## config.mk

```make
export PLATFORM = sky130hd
export DESIGN_NAME = cpu_status_flags
export DESIGN_NICKNAME = d
export VERILOG_FILES = /design/src/rtl/cpu_status_flags_pkg.sv /design/src/rtl/wait_counter.sv /design/src/rtl/cpu_status_flags.sv
export VERILOG_INCLUDE_DIRS = /design/src /design/src/rtl
export SDC_FILE = /design/constraint.sdc
export NUM_CORES = 1
export LEC_CHECK = 0
export BUFFER_PORTS_ARGS = -buffer_cell sky130_fd_sc_hd__buf_2
export CORE_AREA = 2 2 137 205
export CTS_BUF_LIST = sky130_fd_sc_hd__clkbuf_2
export CTS_CLUSTER_DIAMETER = 30
export DETAILED_ROUTE_END_ITERATION = 16
export DIE_AREA = 0 0 139 207
export PLACE_DENSITY = 0.57
export SYNTH_ARGS = -nofsm -noshare
export SYNTH_HDL_FRONTEND = slang
export SYNTH_SLANG_ARGS = --single-unit
```

## constraint.sdc

```tcl
create_clock -name aclk -period 4.9 [get_ports aclk]
set_input_delay 1.47 -clock aclk [delete_from_list [all_inputs] [get_ports aclk]]
set_output_delay 1.47 -clock aclk [all_outputs]
set_load 0.01 [all_outputs]
```

## src/rtl/cpu_status_flags_map.svh

```systemverilog
`ifndef CPU_STATUS_FLAGS_MAP_SVH
`define CPU_STATUS_FLAGS_MAP_SVH
// What this block does
// - condition register accepts any instruction as destination
// - flag-updating ops override written flag bits
// - expiry and doze bits ignore software writes
// - zeroing op: upper three cleared, zero set
// - bank bit selects 80h-FFh or 00h-7Fh
// - expiry set by power-up/kick/doze, cleared timeout
// - doze bit set power-up/kick, cleared by doze
// - zero flag follows result equal zero
// - nibble carry from bit 3 on add/sub
// - carry from bit 7 on add/sub
// - rotates load carry from shifted-out bit
// - watchdog off only by config, own tick
// - oscillator settle timer holds core in reset
// - supply settle delay only at power-up
// - wake from doze: ext reset, watchdog, interrupt

// ==========================================================
// register offsets
`define CF_OFFS_FLAGS 8'h00
`define CF_OFFS_WD_LIMIT 8'h04
`define CF_OFFS_STATE 8'h08

// ==========================================================
// field positions and reset values
`define CF_BIT_BANK 5
`define CF_BIT_EXPIRY 4
`define CF_BIT_DOZE 3
`define CF_FLAGS_POR 8'h18
`define CF_WD_LIMIT_RST 16'h0010
`define CF_RESP_OKAY 2'b00
`define CF_RESP_SLVERR 2'b10

// ==========================================================
// timing
`define CF_CLK_NS 8
`define CF_SUPPLY_SETTLE_NS 2000
`define CF_SUPPLY_SETTLE_CYC ((`CF_SUPPLY_SETTLE_NS + `CF_CLK_NS - 1) / `CF_CLK_NS)
`define CF_OSC_SETTLE_CYC 1024
`define CF_WD_TICK_NS 800
`define CF_WD_TICK_CYC (`CF_WD_TICK_NS / `CF_CLK_NS)
`endif

```

## src/rtl/cpu_status_flags_pkg.sv

```systemverilog
package cpu_status_flags_pkg;
  typedef enum logic [3:0] {
    no_op = 4'h0,
    alu_add = 4'h1,
    alu_sub = 4'h2,
    alu_logic = 4'h3,
    rotate_right_op = 4'h4,
    rotate_left_op = 4'h5,
    file_zeroing_op = 4'h6,
    move_op = 4'h7,
    watchdog_kick_op = 4'h8,
    doze_op = 4'h9
  } op_t;

  typedef struct packed {
    logic valid;
    op_t op;
    logic dest_cond;
    logic [7:0] a;
    logic [7:0] b;
    logic [7:0] data;
  } exec_req_t;

  typedef struct packed {
    logic valid;
    logic [7:0] data;
  } exec_res_t;

  typedef struct packed {
    logic indirect_bank_bit;
    logic upper_bank_bit;
    logic bank_sel_bit;
    logic watchdog_expiry_flag;
    logic doze_entry_flag;
    logic zero_flag;
    logic nibble_overflow_bit;
    logic carry_flag;
  } flags_t;

  typedef enum logic [1:0] {
    ph_supply = 2'b00,
    ph_osc = 2'b01,
    ph_run = 2'b10,
    ph_doze = 2'b11
  } phase_t;
endpackage

```

## src/rtl/wait_counter.sv

```systemverilog
`timescale 1ns/100ps
module wait_counter #(
  parameter int W = 16
) (
  input wire logic aclk,
  input wire logic aresetn,
  input wire logic clr,
  input wire logic tick,
  input wire logic [W-1:0] limit,
  output logic done
);
  typedef struct packed {
    logic [W-1:0] cnt;
  } wc_state_t;

  wc_state_t s_q;
  wc_state_t s_d;

  assign done = (s_q.cnt >= limit);

  always_comb begin
    s_d = s_q;
    if (clr) begin
      s_d.cnt = '0;
    end else if (tick && !done) begin
      s_d.cnt = s_q.cnt + 1'b1;
    end
  end

  always_ff @(posedge aclk) begin
    if (!aresetn) begin
      s_q <= '0;
    end else begin
      s_q <= s_d;
    end
  end
endmodule // wait_counter

```

## src/rtl/cpu_status_flags.sv

```systemverilog
`timescale 1ns/100ps
`include "cpu_status_flags_map.svh"
module cpu_status_flags #(
  parameter int SUPPLY_CYC = `CF_SUPPLY_SETTLE_CYC,
  parameter int OSC_CYC = `CF_OSC_SETTLE_CYC,
  parameter int WD_TICK_CYC = `CF_WD_TICK_CYC
) (
  input wire logic aclk,
  input wire logic aresetn,
  input wire logic [7:0] awaddr,
  input wire logic awvalid,
  output logic awready,
  input wire logic [31:0] wdata,
  input wire logic [3:0] wstrb,
  input wire logic wvalid,
  output logic wready,
  output logic [1:0] bresp,
  output logic bvalid,
  input wire logic bready,
  input wire logic [7:0] araddr,
  input wire logic arvalid,
  output logic arready,
  output logic [31:0] rdata,
  output logic [1:0] rresp,
  output logic rvalid,
  input wire logic rready,
  input wire cpu_status_flags_pkg::exec_req_t exec_i,
  output cpu_status_flags_pkg::exec_res_t res_o,
  output cpu_status_flags_pkg::flags_t flags_o,
  input wire logic [6:0] file_addr,
  output logic [7:0] data_addr,
  input wire logic ext_reset_n_pin,
  input wire logic wd_cfg_en_pin,
  input wire logic wake_irq,
  output logic core_hold,
  output logic core_dozing
);
  import cpu_status_flags_pkg::*;

  // ==========================================================
  // state
  typedef struct packed {
    phase_t phase;
    flags_t flags;
    logic [2:0] rst_sync;
    logic [2:0] cfg_sync;
    logic ext_lvl;
    logic cfg_lvl;
    logic [15:0] wd_limit;
    logic [15:0] wd_div;
    exec_res_t res;
    logic aw_have;
    logic [7:0] aw_addr;
    logic w_have;
    logic [31:0] w_data;
    logic [3:0] w_strb;
    logic bvalid;
    logic [1:0] bresp;
    logic rvalid;
    logic [1:0] rresp;
    logic [31:0] rdata;
  } state_t;

  state_t s_q;
  state_t s_d;
  logic supply_done;
  logic osc_done;
  logic wd_done;
  logic wd_tick;
  logic wd_clr;
  logic exec_fire;
  logic [7:0] alu_res;
  logic alu_c;
  logic alu_nib;
  logic [2:0] aff;
  logic [7:0] b_op;
  logic [8:0] sum9;
  logic [4:0] sum5;

  // ==========================================================
  // bus handshakes and outputs
  assign awready = !s_q.aw_have && !s_q.bvalid;
  assign wready = !s_q.w_have && !s_q.bvalid;
  assign arready = !s_q.rvalid;
  assign bvalid = s_q.bvalid;
  assign bresp = s_q.bresp;
  assign rvalid = s_q.rvalid;
  assign rresp = s_q.rresp;
  assign rdata = s_q.rdata;
  assign res_o = s_q.res;
  assign flags_o = s_q.flags;
  assign data_addr = {s_q.flags.bank_sel_bit, file_addr};
  assign core_hold = (s_q.phase == ph_supply) || (s_q.phase == ph_osc);
  assign core_dozing = (s_q.phase == ph_doze);
  assign exec_fire = exec_i.valid && (s_q.phase == ph_run);
  assign wd_tick = (s_q.wd_div == 16'h0000);
  // the divider stands in for the private oscillator; runtime code cannot stop it
  // a watchdog wake restarts the count, else the core would be reset one cycle later
  assign wd_clr = !s_q.cfg_lvl || core_hold || (core_dozing && wd_done)
    || (exec_fire && (exec_i.op == watchdog_kick_op || exec_i.op == doze_op));

  // ==========================================================
  // timers
  wait_counter #(.W(16)) u_supply (
    .aclk(aclk),
    .aresetn(aresetn),
    .clr(s_q.phase != ph_supply),
    .tick(1'b1),
    .limit(16'(SUPPLY_CYC)),
    .done(supply_done)
  );

  wait_counter #(.W(16)) u_osc (
    .aclk(aclk),
    .aresetn(aresetn),
    .clr(s_q.phase != ph_osc || !s_q.ext_lvl),
    .tick(1'b1),
    .limit(16'(OSC_CYC)),
    .done(osc_done)
  );

  wait_counter #(.W(16)) u_wd (
    .aclk(aclk),
    .aresetn(aresetn),
    .clr(wd_clr),
    .tick(wd_tick),
    .limit(s_q.wd_limit),
    .done(wd_done)
  );

  // ==========================================================
  // arithmetic
  always_comb begin
    b_op = (exec_i.op == alu_sub) ? ~exec_i.b : exec_i.b;
    sum9 = {1'b0, exec_i.a} + {1'b0, b_op} + {8'h00, exec_i.op == alu_sub};
    sum5 = {1'b0, exec_i.a[3:0]} + {1'b0, b_op[3:0]} + {4'h0, exec_i.op == alu_sub};
    alu_res = exec_i.data;
    alu_c = s_q.flags.carry_flag;
    alu_nib = sum5[4];
    aff = 3'b000;
    case (exec_i.op)
      alu_add, alu_sub: begin
        alu_res = sum9[7:0];
        alu_c = sum9[8];
        aff = 3'b111;
      end
      alu_logic: begin
        aff = 3'b100;
      end
      rotate_right_op: begin
        alu_res = {s_q.flags.carry_flag, exec_i.a[7:1]};
        alu_c = exec_i.a[0];
        aff = 3'b001;
      end
      rotate_left_op: begin
        alu_res = {exec_i.a[6:0], s_q.flags.carry_flag};
        alu_c = exec_i.a[7];
        aff = 3'b001;
      end
      file_zeroing_op: begin
        alu_res = 8'h00;
        aff = 3'b100;
      end
      default: begin
        aff = 3'b000;
      end
    endcase
  end

  // ==========================================================
  // next state
  always_comb begin
    s_d = s_q;
    s_d.res.valid = 1'b0;
    // only the second and third stages are compared; the first feeds the second alone
    s_d.rst_sync = {s_q.rst_sync[1:0], ext_reset_n_pin};
    s_d.cfg_sync = {s_q.cfg_sync[1:0], wd_cfg_en_pin};
    if (s_q.rst_sync[2] == s_q.rst_sync[1]) begin
      s_d.ext_lvl = s_q.rst_sync[2];
    end
    if (s_q.cfg_sync[2] == s_q.cfg_sync[1]) begin
      s_d.cfg_lvl = s_q.cfg_sync[2];
    end
    s_d.wd_div = wd_tick ? 16'(WD_TICK_CYC - 1) : s_q.wd_div - 16'h0001;

    // software side: bus writes to the condition register act as a plain move
    if (s_q.aw_have && s_q.w_have && !s_q.bvalid) begin
      s_d.aw_have = 1'b0;
      s_d.w_have = 1'b0;
      s_d.bvalid = 1'b1;
      s_d.bresp = `CF_RESP_OKAY;
      case (s_q.aw_addr)
        `CF_OFFS_FLAGS: begin
          if (s_q.w_strb[0]) begin
            s_d.flags = s_q.w_data[7:0];
            s_d.flags.watchdog_expiry_flag = s_q.flags.watchdog_expiry_flag;
            s_d.flags.doze_entry_flag = s_q.flags.doze_entry_flag;
          end
        end
        `CF_OFFS_WD_LIMIT: begin
          if (s_q.w_strb[0]) begin
            s_d.wd_limit[7:0] = s_q.w_data[7:0];
          end
          if (s_q.w_strb[1]) begin
            s_d.wd_limit[15:8] = s_q.w_data[15:8];
          end
          if (s_d.wd_limit == 16'h0000) begin
            s_d.wd_limit = 16'h0001;
          end
        end
        `CF_OFFS_STATE: begin
          s_d.bresp = `CF_RESP_OKAY;
        end
        default: begin
          s_d.bresp = `CF_RESP_SLVERR;
        end
      endcase
    end
    if (s_q.bvalid && bready) begin
      s_d.bvalid = 1'b0;
    end
    if (awvalid && awready) begin
      s_d.aw_have = 1'b1;
      s_d.aw_addr = awaddr;
    end
    if (wvalid && wready) begin
      s_d.w_have = 1'b1;
      s_d.w_data = wdata;
      s_d.w_strb = wstrb;
    end
    if (s_q.rvalid && rready) begin
      s_d.rvalid = 1'b0;
    end
    if (arvalid && arready) begin
      s_d.rvalid = 1'b1;
      s_d.rresp = `CF_RESP_OKAY;
      case (araddr)
        `CF_OFFS_FLAGS: s_d.rdata = {24'h000000, s_q.flags};
        `CF_OFFS_WD_LIMIT: s_d.rdata = {16'h0000, s_q.wd_limit};
        `CF_OFFS_STATE: s_d.rdata = {28'h0000000, s_q.cfg_lvl, s_q.ext_lvl, s_q.phase};
        default: begin
          s_d.rdata = 32'h00000000;
          s_d.rresp = `CF_RESP_SLVERR;
        end
      endcase
    end

    // core side: an instruction wins over a bus write in the same cycle
    if (exec_fire) begin
      case (exec_i.op)
        watchdog_kick_op: begin
          s_d.flags.watchdog_expiry_flag = 1'b1;
          s_d.flags.doze_entry_flag = 1'b1;
        end
        doze_op: begin
          s_d.flags.watchdog_expiry_flag = 1'b1;
          s_d.flags.doze_entry_flag = 1'b0;
          s_d.phase = ph_doze;
        end
        no_op: begin
          s_d.res.valid = 1'b0;
        end
        default: begin
          s_d.res.valid = 1'b1;
          s_d.res.data = alu_res;
          // a flag-updating op blocks the written value for all three low flags
          if (exec_i.dest_cond) begin
            s_d.flags = {alu_res[7:5], s_q.flags.watchdog_expiry_flag,
              s_q.flags.doze_entry_flag,
              (aff != 3'b000) ? s_q.flags[2:0] : alu_res[2:0]};
          end
          if (aff[2]) begin
            s_d.flags.zero_flag = (alu_res == 8'h00);
          end
          if (aff[1]) begin
            s_d.flags.nibble_overflow_bit = alu_nib;
          end
          if (aff[0]) begin
            s_d.flags.carry_flag = alu_c;
          end
        end
      endcase
    end

    // reset timing and doze exits
    case (s_q.phase)
      ph_supply: begin
        if (supply_done) begin
          s_d.phase = ph_osc;
        end
      end
      ph_osc: begin
        if (osc_done && s_q.ext_lvl) begin
          s_d.phase = ph_run;
        end
      end
      ph_run: begin
        if (wd_done && !exec_fire) begin
          s_d.flags.watchdog_expiry_flag = 1'b0;
          s_d.flags.bank_sel_bit = 1'b0;
          s_d.flags.indirect_bank_bit = 1'b0;
          s_d.flags.upper_bank_bit = 1'b0;
          s_d.phase = ph_osc;
        end
      end
      ph_doze: begin
        if (wd_done) begin
          s_d.flags.watchdog_expiry_flag = 1'b0;
          s_d.phase = ph_run;
        end else if (wake_irq) begin
          s_d.phase = ph_run;
        end
      end
      default: begin
        s_d.phase = ph_supply;
      end
    endcase
    if (!s_q.ext_lvl && s_q.phase != ph_supply) begin
      s_d.flags.bank_sel_bit = 1'b0;
      s_d.flags.indirect_bank_bit = 1'b0;
      s_d.flags.upper_bank_bit = 1'b0;
      s_d.phase = ph_osc;
    end
  end

  always_ff @(posedge aclk) begin
    if (!aresetn) begin
      s_q <= '0;
      s_q.phase <= ph_supply;
      s_q.flags <= `CF_FLAGS_POR;
      s_q.rst_sync <= 3'b111;
      s_q.cfg_sync <= 3'b111;
      s_q.ext_lvl <= 1'b1;
      s_q.cfg_lvl <= 1'b1;
      s_q.wd_limit <= `CF_WD_LIMIT_RST;
    end else begin
      s_q <= s_d;
    end
  end

  // ==========================================================
  // checks
  property p_sw_keeps_cause;
    @(posedge aclk) disable iff (!aresetn)
    (s_q.aw_have && s_q.w_have && !s_q.bvalid && s_q.aw_addr == `CF_OFFS_FLAGS && !exec_fire
      && s_q.phase == ph_run && !wd_done && s_q.ext_lvl)
    |=> $stable(s_q.flags[4:3]);
  endproperty
  a_sw_keeps_cause: assert property (p_sw_keeps_cause) else $error("cause bits written");

  property p_zeroing_cond;
    @(posedge aclk) disable iff (!aresetn)
    (exec_fire && exec_i.op == file_zeroing_op && exec_i.dest_cond && !wd_done && s_q.ext_lvl)
    |=> (s_q.flags[7:5] == 3'b000) && s_q.flags.zero_flag && $stable(s_q.flags[1:0]);
  endproperty
  a_zeroing_cond: assert property (p_zeroing_cond) else $error("zeroing op wrong");

  property p_doze_entry;
    @(posedge aclk) disable iff (!aresetn)
    (exec_fire && exec_i.op == doze_op && s_q.ext_lvl)
    |=> !s_q.flags.doze_entry_flag && s_q.flags.watchdog_expiry_flag && core_dozing;
  endproperty
  a_doze_entry: assert property (p_doze_entry) else $error("doze entry wrong");

  property p_kick;
    @(posedge aclk) disable iff (!aresetn)
    (exec_fire && exec_i.op == watchdog_kick_op && s_q.ext_lvl)
    |=> s_q.flags.watchdog_expiry_flag && s_q.flags.doze_entry_flag;
  endproperty
  a_kick: assert property (p_kick) else $error("kick did not set bits");

  property p_zero_flag;
    @(posedge aclk) disable iff (!aresetn)
    (exec_fire && exec_i.op == alu_logic && !wd_done && s_q.ext_lvl)
    |=> s_q.flags.zero_flag == ($past(exec_i.data) == 8'h00) && s_q.res.valid;
  endproperty
  a_zero_flag: assert property (p_zero_flag) else $error("zero flag wrong");

  property p_sub_borrow;
    @(posedge aclk) disable iff (!aresetn)
    (exec_fire && exec_i.op == alu_sub && !wd_done && s_q.ext_lvl)
    |=> s_q.flags.carry_flag == ($past(exec_i.a) >= $past(exec_i.b))
      && s_q.flags.nibble_overflow_bit == ($past(exec_i.a[3:0]) >= $past(exec_i.b[3:0]));
  endproperty
  a_sub_borrow: assert property (p_sub_borrow) else $error("borrow wrong");

  property p_rot_right;
    @(posedge aclk) disable iff (!aresetn)
    (exec_fire && exec_i.op == rotate_right_op && !wd_done && s_q.ext_lvl)
    |=> s_q.flags.carry_flag == $past(exec_i.a[0]);
  endproperty
  a_rot_right: assert property (p_rot_right) else $error("rotate carry wrong");

  property p_wd_off;
    @(posedge aclk) disable iff (!aresetn)
    (!s_q.cfg_lvl) [*2] |-> !wd_done;
  endproperty
  a_wd_off: assert property (p_wd_off) else $error("watchdog ran while off");

  property p_wd_wake;
    @(posedge aclk) disable iff (!aresetn)
    (core_dozing && wd_done && s_q.ext_lvl) |=> (s_q.phase == ph_run) && !s_q.flags[4];
  endproperty
  a_wd_wake: assert property (p_wd_wake) else $error("watchdog wake wrong");

  property p_hold_in_osc;
    @(posedge aclk) disable iff (!aresetn)
    (s_q.phase == ph_osc && !osc_done) |=> core_hold;
  endproperty
  a_hold_in_osc: assert property (p_hold_in_osc) else $error("core released early");

  c_irq_wake: cover property (@(posedge aclk) disable iff (!aresetn)
    core_dozing && wake_irq ##1 s_q.phase == ph_run);
  c_wd_reset: cover property (@(posedge aclk) disable iff (!aresetn)
    s_q.phase == ph_run && wd_done ##1 s_q.phase == ph_osc);
  c_zeroing: cover property (@(posedge aclk) disable iff (!aresetn)
    exec_fire && exec_i.op == file_zeroing_op && exec_i.dest_cond);
endmodule // cpu_status_flags

```

==> results of run 1 <==
==> how the worst max path moves through the flow <==
stage / start / endpoint / cells past startpoint
floorplan: exec_i[25] / flags_o[2] / 12
global placement: exec_i[26] / flags_o[2] / 11
detailed placement: exec_i[26] / flags_o[2] / 11
CTS: exec_i[26] / flags_o[2] / 11
global route: exec_i[26] / flags_o[2] / 11
finish: exec_i[26] / flags_o[2] / 11
==> cell families (layout without fill, tap and decap cells) <==
| group | count (synthesis) | in the layout | share of synthesized area, % |
|---|---|---|---|
| buf+inv | 137 | 187 | 9.46 |
| fa+ha+maj | 31 | 31 | 4.96 |
| simple gates | 375 | 375 | 23.2 |
| mux | 16 | 16 | 2.04 |
| compound gates | 223 | 223 | 17.1 |
| xor+xnor | 39 | 39 | 4.28 |
| flops | 155 | 155 | 38.9 |
| other cells | 1 | 19 | 0.0470 |
==> where the power goes <==
part	switching (mW)	internal (mW)	leakage, nW
logic	0.302	0.210	2.03
clock network	0.463	0.231	0.129
registers	0.0684	1.33	1.26
==> cell usage in the layout (no fill, tap or decap), types with 25 or more instances in the layout <==
cell type,n
nor2_1,79
nand2_1,125
buf_2,116
inv_1,34
ha_1,30
xor2_1,25
a21oi_1,100
nand3_1,32
o21ai_0,38
dfxtp_1,155
==> layout make-up <==
cell class	instances	area share (%)
antenna	1	0.0288
clock buffer	19	1.09
clock inverter	12	1.45
inverter	35	1.51
multi-input combinational	702	48.2
sequential	155	35.7
tap	342	4.92
timing repair buffer	121	7.11
==> sequential cells by signal, summed over array words and instances, names as in the netlist <==
signal,cells
bresp,1
bvalid,1
data_addr,1
flags_o,7
rdata,16
res_o,9
rresp,1
rvalid,1
s_d,4
s_q,66
u_osc.s_q,16
u_supply.s_q,16
u_wd.s_q,16
==> critical path, delay by kind of cell <==
family	cells	cell delay [ps]
AOI/OAI and AO/OA	5	1300
xor gates and xnor gates	2	460
buffers and inverters	1	250
and+or+nand+nor	2	550
adders and majority gates	1	300
==> metrics by stage <==
| step | instance area, um^2 | power, mW | utilization, % |
|---|---|---|---|
| 3_3_place_gp | 8470 | 1.93 | 31.3 |
| 6_report | 8700 | 2.61 | 32.2 |
| 2_1_floorplan | 8040 | 1.82 | - |
| 5_1_grt | 8700 | 2.77 | 32.2 |
| 3_5_place_dp | 8470 | 1.94 | 31.3 |
| 4_1_cts | 8690 | 2.65 | 32.2 |
==> metal layers <==
layer	routed length [um]	up-vias
met1	8550	3150
met4	613	0
met2	11000	153
li1	-	3456
met3	710	34
met5	0	-
==> qor.txt, run 1 <==
run status - complete, no violations
cell area after synthesis - 7980 um^2
RePlAce Congestion - 0.854
Placed Instances - 1355
row count - 74
dominant cell type by area after synthesis - dfxtp_1
Power Density - 300 nW/um^2
CP max-delay cell - a221oi_1
hold endpoint - s_d[132]
CTS root buf - clkbuf_2
placement-stage worst setup slack - 520 ps
final WL - 20900 um
Max Freq - 0.274 GHz
Overflow after GRT - 0
Detail Placement HPWL - 16100 um
worst clock skew - 31.8 ps
area of the multi-input gates - 4190 um^2
busiest grt layer - met2
core footprint - 27000 um^2
DRT iter0 DRCs - 271
crit path kind - in2reg
post-synthesis cell type count - 69
worst reg-to-reg path cell count - 9
Die Width - 139 um
Clock Path Buffers - 2
Fin. Hold Viols - 0
hold wc startpoint - s_d[131]
unrepaired setup endpoints after global routing - false
M2 GR Usage - 27.1%
Synth top cells by count - dfxtp_1, nand2_1, a21oi_1
Most used DFF post-synth - dfxtp_1
Syn. warnings - 0
CTS tree - yes
Total GRT Usage - 14.5%
I/O pins - 167
total CTS buffers - 17
initial antenna violation count - 1
CP max stage delay - 570 ps
routed len/inst - 15.1 um
Slew headroom - 49.6%
Worst setup EP type - flop
met3 Use GR - 2.64%
routed vias - 6793
Die Y - 207 um
Worst R2R Start - s_q[118]
Post-CTS Hold Buffers - 0
top-count cell post-synth - dfxtp_1
Clock Latency Late Sink - 740 ps
Post-CTS Resized - 0
Setup Fix Bufs, Post-CTS - 0
Seq/Total Area, Yosys - 38.9%
CP max FO - 16
Yosys top cell area share - 38.9%
area grow syn2layout - 8.99%
startpoint types - primary input
average size of a mapped cell - 8.17 um^2
final worst setup slack - 1250 ps
share of cells above drive strength 1 - 15.9%
Hold Path Cell Cnt - 1
EDFF count, synth - 0
Final Max Slew Viols - 0
Crit Reg-Reg Endpoint - u_wd.s_q[12]
vias in the first global route - 6557
Mapped Cells - 977
nets@finish - 1162
# DRC - 0
CTS H-tree lvls - 4
Routed Antenna Nets - 0
Slew @ Worst Pin - 756 ps
Clock Pin Slew Worst Setup and Hold Paths - 210 ps
R2R Setup Slk - 1970 ps
ys async rst share - 0%
worst hold path type - reg2reg
Final Critical Period - 3650 ps
Sum Neg Setup Slack - 0 ps
first-pass GRT wire length - 33600 um
critical path, cell by cell - buf_2 > nor4b_2 > xor2_1 > ha_1 > a31o_2 > a21oi_1 > a31oi_1 > xor2_1 > a221oi_1 > and2_0 > a32o_1
CP most frequent cell - xor2_1
die area - 28800 um^2
largest net degree at the start of global routing - 68
synthesized flop and latch total - 155
Initial Utilization - 29.5%
fill cell count - 2972
grt met1 use - 15.8%
DR pass1 iterations - 5
Num Clock Sinks - 155
peak supply drop - 0.135 mV
Vias/cell - 4.90
max-cap viol count - 0
Worst EP arrival - 4340 ps
Leakage - 3.42 nW
I/O Buffers - 116
setup violators final - 0
Seq. cell area - 3100 um^2
Final Non-Filler Cells - 1387
WHS - 432 ps
synth top area cells - dfxtp_1, a21oi_1, nand2_1
Crit path required time - 5590 ps
final worst-path cycle share - 74.4%
Power figures use the tool's default switching activity.
==> run 2, diff against run 1 <==
==> constraint.sdc (replaced) <==
create_clock -name aclk -period 3.7 [get_ports aclk]
set_input_delay 1.11 -clock aclk [delete_from_list [all_inputs] [get_ports aclk]]
set_output_delay 1.11 -clock aclk [all_outputs]
set_load 0.01 [all_outputs]
==> run 2 against run 1 <==
Effect of this change:
- highest routed layer unchanged
- first-iteration DRC count down 5.9%
- sequential power is 33% higher
- non-clock buffer count increased by 21
- critical path depth stayed put
- cell count grew 1.6%
- total power up 43%
- global-route usage rose by 0.39 points
- setup slack worse by 670 ps
==> qor.txt, run 2 (synthesis gave the netlist of run 1 again) <==
Worst setup EP type - flop
CP max stage delay - 460 ps (-110 ps)
crit path kind - in2reg
total CTS buffers - 17 (unchanged)
I/O Buffers - 116 (unchanged)
Slew @ Worst Pin - 801 ps (+44.8 ps)
Placed Instances - 1376 (+1.5%)
Final Max Slew Viols - 0 (unchanged)
Setup Fix Bufs, Post-CTS - 0 (unchanged)
peak supply drop - 0.159 mV (+18%)
Power Density - 417 nW/um^2 (+39%)
Overflow after GRT - 0 (unchanged)
DRT iter0 DRCs - 255 (-5.9%)
Fin. Hold Viols - 0 (unchanged)
Final Non-Filler Cells - 1409 (+1.6%)
max reg flops - 66 (unchanged)
post-route cell area - 8940 um^2 (+2.8%)
critical path, cell by cell - buf_2 > nor4b_2 > xor2_1 > ha_1 > a31o_2 > a21oi_1 > a31oi_1 > xor2_1 > a221oi_1 > and2_0 > a32o_1
Detail Placement HPWL - 16500 um (+2.7%)
I/O pins - 167 (unchanged)
worst hold path type - reg2reg
RePlAce Congestion - 0.826 (-3.3%)
routed len/inst - 15.3 um (+1.4%)
Initial Utilization - 29.5% (unchanged)
max-cap viol count - 0 (unchanged)
run status - complete, no violations
area grow syn2layout - 12.0%
DR pass1 iterations - 4 (-1)
Max Freq - 0.321 GHz
Post-DP Area - 8630 um^2 (+1.9%)
WHS - 465 ps (+32.8 ps)
routed vias - 6948 (+2.3%)
CTS H-tree lvls - 4 (unchanged)
hold wc startpoint - rdata[5]
Vias/cell - 4.93 (+0.68%)
Post-CTS Hold Buffers - 0 (unchanged)
share of cells above drive strength 1 - 17.6% (+1.7 points)
Final Critical Period - 3110 ps
core footprint - 27000 um^2 (unchanged)
setup violators final - 0 (unchanged)
CP max-delay cell - nor4b_2
Clock Latency Late Sink - 760 ps (+20 ps)
Final Util - 33.1% (+0.90 points)
Die Width - 139 um (unchanged)
final worst-path cycle share - 84.1%
R2R Setup Slk - 810 ps (-1160 ps)
unrepaired setup endpoints after global routing - false
startpoint types - primary input
largest net degree at the start of global routing - 71 (+4.4%)
Post-CTS Resized - 0 (unchanged)
initial antenna violation count - 1 (unchanged)
die area - 28800 um^2 (unchanged)
# DRC - 0 (unchanged)
CTS root buf - clkbuf_2
Clock Pin Slew Worst Setup and Hold Paths - 240 ps (+30 ps)
Largest Register - s_q
Slew headroom - 46.6% (-3.0 points)
Hold Path Cell Cnt - 2 (+1)
Crit path required time - 4420 ps (-1170 ps)
Critical path origin - exec_i[25]
Total GRT Usage - 14.9% (+0.39 points)
CP most frequent cell - xor2_1
Leakage - 3.56 nW (+4.2%)
first-pass GRT wire length - 34400 um (+2.5%)
most common cell after layout, fill and taps aside - dfxtp_1
Worst R2R Start - s_q[122]
Num Clock Sinks - 155 (unchanged)
worst clock skew - 27.8 ps (-3.96 ps)
nets@finish - 1183 (+1.8%)
Worst EP arrival - 3840 ps (-500 ps)
CP max FO - 3 (-13)
Die Y - 207 um (unchanged)
vias in the first global route - 6663 (+1.6%)
row count - 74 (unchanged)
Routed Antenna Nets - 0 (unchanged)
Crit Reg-Reg Endpoint - u_wd.s_q[4]
Clock Path Buffers - 2 (unchanged)
worst reg-to-reg path cell count - 9 (unchanged)
hold endpoint - rdata[5]
CTS tree - yes
commonest cells after routing, fill and taps aside - dfxtp_1, nand2_1, buf_2
final WL - 21500 um (+3.0%)
run 2: changes by cell type in the layout (fill, tap and decap cells not counted), sizes merged:
cell	before	now
inv	35	39
diode	1	2
clkinvlp	4	2
bufinv	2	5
buf	121	142
clkbuf	19	18
clkinv	6	2
run 2: report_power, final:
part	internal, mW	switching [mW]
logic	0.301	0.403
registers	1.77	0.0897
clock network	0.521	0.646
run 2: area by class of cell:
| type | instances | area, um^2 |
|---|---|---|
| Fill cell | 2892 | 18100 |
| Multi-Input combinational cell | 702 | 4190 |
| Sequential cell | 155 | 3100 |
| Timing Repair Buffer | 142 | 776 |
| Tap cell | 342 | 428 |
| Clock inverter | 13 | 215 |
| Inverter | 35 | 131 |
| Clock buffer | 18 | 90.1 |
| Antenna cell | 2 | 5.00 |
run 2: worst max-delay path by stage:
stage	endpoint	slack [ps]	depth (start not counted)
2_1_floorplan	flags_o[2]	20	12
3_3_place_gp	res_o[5]	-220	11
3_5_place_dp	flags_o[2]	-230	11
4_1_cts	flags_o[2]	610	11
5_1_grt	flags_o[2]	440	11
6_report	flags_o[2]	590	11
run 2: per-layer routing:
metal,wire length [um],global-route usage [%],up-vias
met3,692,2.57,39
met5,0,0,-
met4,737,6.69,0
met1,8770,16.3,3257
li1,-,-,3499
met2,11300,27.9,153
run 2: per-stage QoR:
stage / total power, mW / setup TNS, ps / worst slack, ps
final: 3.73 / 0 / 587
after detailed placement: 2.60 / -915 / -229
after floorplan: 2.42 / 0 / 23.0
after global routing: 3.94 / 0 / 439
after CTS: 3.78 / 0 / 611
after global placement: 2.58 / -915 / -216
run 2: critical path, delay by kind of cell:
kind	cells	cell delay [ps]
AO/OA/AOI/OAI	5	1190
AND/OR/NAND/NOR	2	670
adder cells (fa/ha/maj)	1	300
XOR/XNOR	2	440
buffers and inverters	1	110
==> run 3, diff against run 2 <==
--- a/config.mk
+++ b/config.mk
@@ -12,7 +12,7 @@
 export CTS_CLUSTER_DIAMETER = 30
 export DETAILED_ROUTE_END_ITERATION = 16
 export DIE_AREA = 0 0 139 207
-export PLACE_DENSITY = 0.57
+export PLACE_DENSITY = 0.59
 export SYNTH_ARGS = -nofsm -noshare
 export SYNTH_HDL_FRONTEND = slang
 export SYNTH_SLANG_ARGS = --single-unit
==> constraint.sdc (replaced) <==
create_clock -name aclk -period 2.8 [get_ports aclk]
set_input_delay 0.84 -clock aclk [delete_from_list [all_inputs] [get_ports aclk]]
set_output_delay 0.84 -clock aclk [all_outputs]
set_load 0.01 [all_outputs]
==> run 3 against run 2 <==
Effect of this change:
- die area stayed put
- design area is 2.0% higher
- wire length is 1.1% lower
- cell count is 1.8% higher
- critical endpoint unchanged
- sequential share of layout area is 0.67 points lower
- combinational power is 40% higher
- flip-flop and latch count stayed put
- first-iteration DRC count is 58% higher
- via count is 1.5% higher
==> qor.txt, run 3 (synthesis gave the netlist of run 1 again) <==
Post-DP Area - 8860 um^2 (+2.7%)
Slew headroom - 57.5% (+11 points)
I/O Buffers - 116 (unchanged)
crit path kind - in2reg
Setup Fix Bufs, Post-CTS - 0 (unchanged)
first-pass GRT wire length - 34500 um (+0.30%)
Clock Path Buffers - 2 (unchanged)
worst clock skew - 31.1 ps (+3.25 ps)
Num Clock Sinks - 155 (unchanged)
Crit path required time - 3520 ps (-900 ps)
row count - 74 (unchanged)
final worst setup slack - 177 ps (-411 ps)
CTS H-tree lvls - 4 (unchanged)
Clock Pin Slew Worst Setup and Hold Paths - 230 ps (about the same)
setup violators final - 0 (unchanged)
run status - complete, no violations
Clock Latency Late Sink - 740 ps (-20 ps)
Leakage - 3.67 nW (+3.1%)
routed len/inst - 14.9 um (-2.8%)
Final Max Slew Viols - 0 (unchanged)
nets@finish - 1209 (+2.2%)
Die Y - 207 um (unchanged)
DR pass1 iterations - 5 (+1)
Detail Placement HPWL - 16500 um (-0.23%)
CP max FO - 6 (+3)
total power - 4.76 mW (+28%)
Routed Antenna Nets - 0 (unchanged)
die area - 28800 um^2 (unchanged)
vias in the first global route - 6907 (+3.7%)
final worst-path cycle share - 93.7%
routed vias - 7053 (+1.5%)
post-route cell area - 9120 um^2 (+2.0%)
fill cell count - 2895 (+0.10%)
startpoint types - primary input
RePlAce Congestion - 0.836 (+1.3%)
Die Width - 139 um (unchanged)
Initial Utilization - 29.5% (unchanged)
Post-CTS Hold Buffers - 0 (unchanged)
final WL - 21300 um (-1.1%)
largest net degree at the start of global routing - 60 (-15%)
worst hold path type - in2reg
placement-stage worst setup slack - -618 ps (-389 ps)
Worst EP arrival - 3340 ps (-500 ps)
peak supply drop - 0.275 mV (+73%)
Final Critical Period - 2620 ps
Power Density - 523 nW/um^2 (+25%)
DRT iter0 DRCs - 404 (+58%)
max-cap viol count - 0 (unchanged)
core footprint - 27000 um^2 (unchanged)
Fin. Hold Viols - 0 (unchanged)
Slew @ Worst Pin - 637 ps (-164 ps)
Post-CTS Resized - 0 (unchanged)
total CTS buffers - 17 (unchanged)
Max Freq - 0.381 GHz
commonest cells after routing, fill and taps aside - dfxtp_1, nand2_1, buf_2
Vias/cell - 4.92 (-0.26%)
Overflow after GRT - 0 (unchanged)
initial antenna violation count - 1 (unchanged)
# DRC - 0 (unchanged)
share of cells above drive strength 1 - 20.0% (+2.4 points)
CTS tree - yes
Largest Register - s_q
WHS - 255 ps (-210 ps)
area grow syn2layout - 14.3%
most common cell after layout, fill and taps aside - dfxtp_1
I/O pins - 167 (unchanged)
Total GRT Usage - 14.8% (-0.14 points)
Worst setup EP type - flop
CTS root buf - clkbuf_2
unrepaired setup endpoints after global routing - false
Sum Neg Setup Slack - 0 ps (unchanged)
max reg flops - 66 (unchanged)
## run 3: changes by cell type in the layout (fill, tap and decap cells not counted), sizes merged
| cell | delta |
|---|---|
| buf | +26 |
| clkinvlp | +2 |
| clkbuf | +2 |
| clkinv | +1 |
| bufinv | -2 |
| inv | -3 |
| diode | -1 |
## run 3: final cells by class
| cell class | instances | area (um^2) | area share [%] |
|---|---|---|---|
| Antenna cell | 1 | 2.50 | 0.0274 |
| Inverter | 35 | 131 | 1.44 |
| Sequential cell | 155 | 3100 | 34.0 |
| Multi-Input combinational cell | 702 | 4230 | 46.4 |
| Tap cell | 342 | 428 | 4.69 |
| Clock buffer | 20 | 100 | 1.10 |
| Clock inverter | 11 | 146 | 1.61 |
| Timing Repair Buffer | 168 | 971 | 10.7 |
## run 3: report_power, final
part	leakage (nW)	switching, mW	total, mW	internal (mW)
Clock	0.140	0.826	1.33	0.502
Sequential	1.26	0.116	2.45	2.33
Combinational	2.27	0.546	0.986	0.440
Total	3.67	1.49	4.76	3.28
## run 3: metal layers
layer | part of all wire, % | track usage (%)
met1 | 40 | 15.8
met2 | 53 | 27.7
met3 | 3.7 | 3.21
met4 | 3.4 | 6.30
met5 | 0 | 0
## run 3: critical path, stage by stage
cell and delay, ps:
buf_2 120, nor4b_4 250, buf_4 200, xor2_2 100
fa_2 380, a32oi_1 250, nor2b_2 220, xor2_1 170
nor2_1 50, o32ai_1 350, and4_1 250, a32o_1 150
## run 3: final timing paths
check                                start      endpoint  slack [ps]  cells past startpoint
worst min-delay path                rready        rvalid         250                      2
worst min register to register    s_d[128]      s_d[129]         460                      1
worst max-delay path            exec_i[28]    flags_o[2]         180                     12
worst max register to register    s_q[122]  u_wd.s_q[15]         270                     10
## run 3: per-stage QoR
stage               utilization [%]  std cells
global route                   33.7       1434
global placement               32.8       1402
finish                         33.7       1434
detailed placement             32.8       1402
CTS                            33.7       1433
floorplan                         -        994
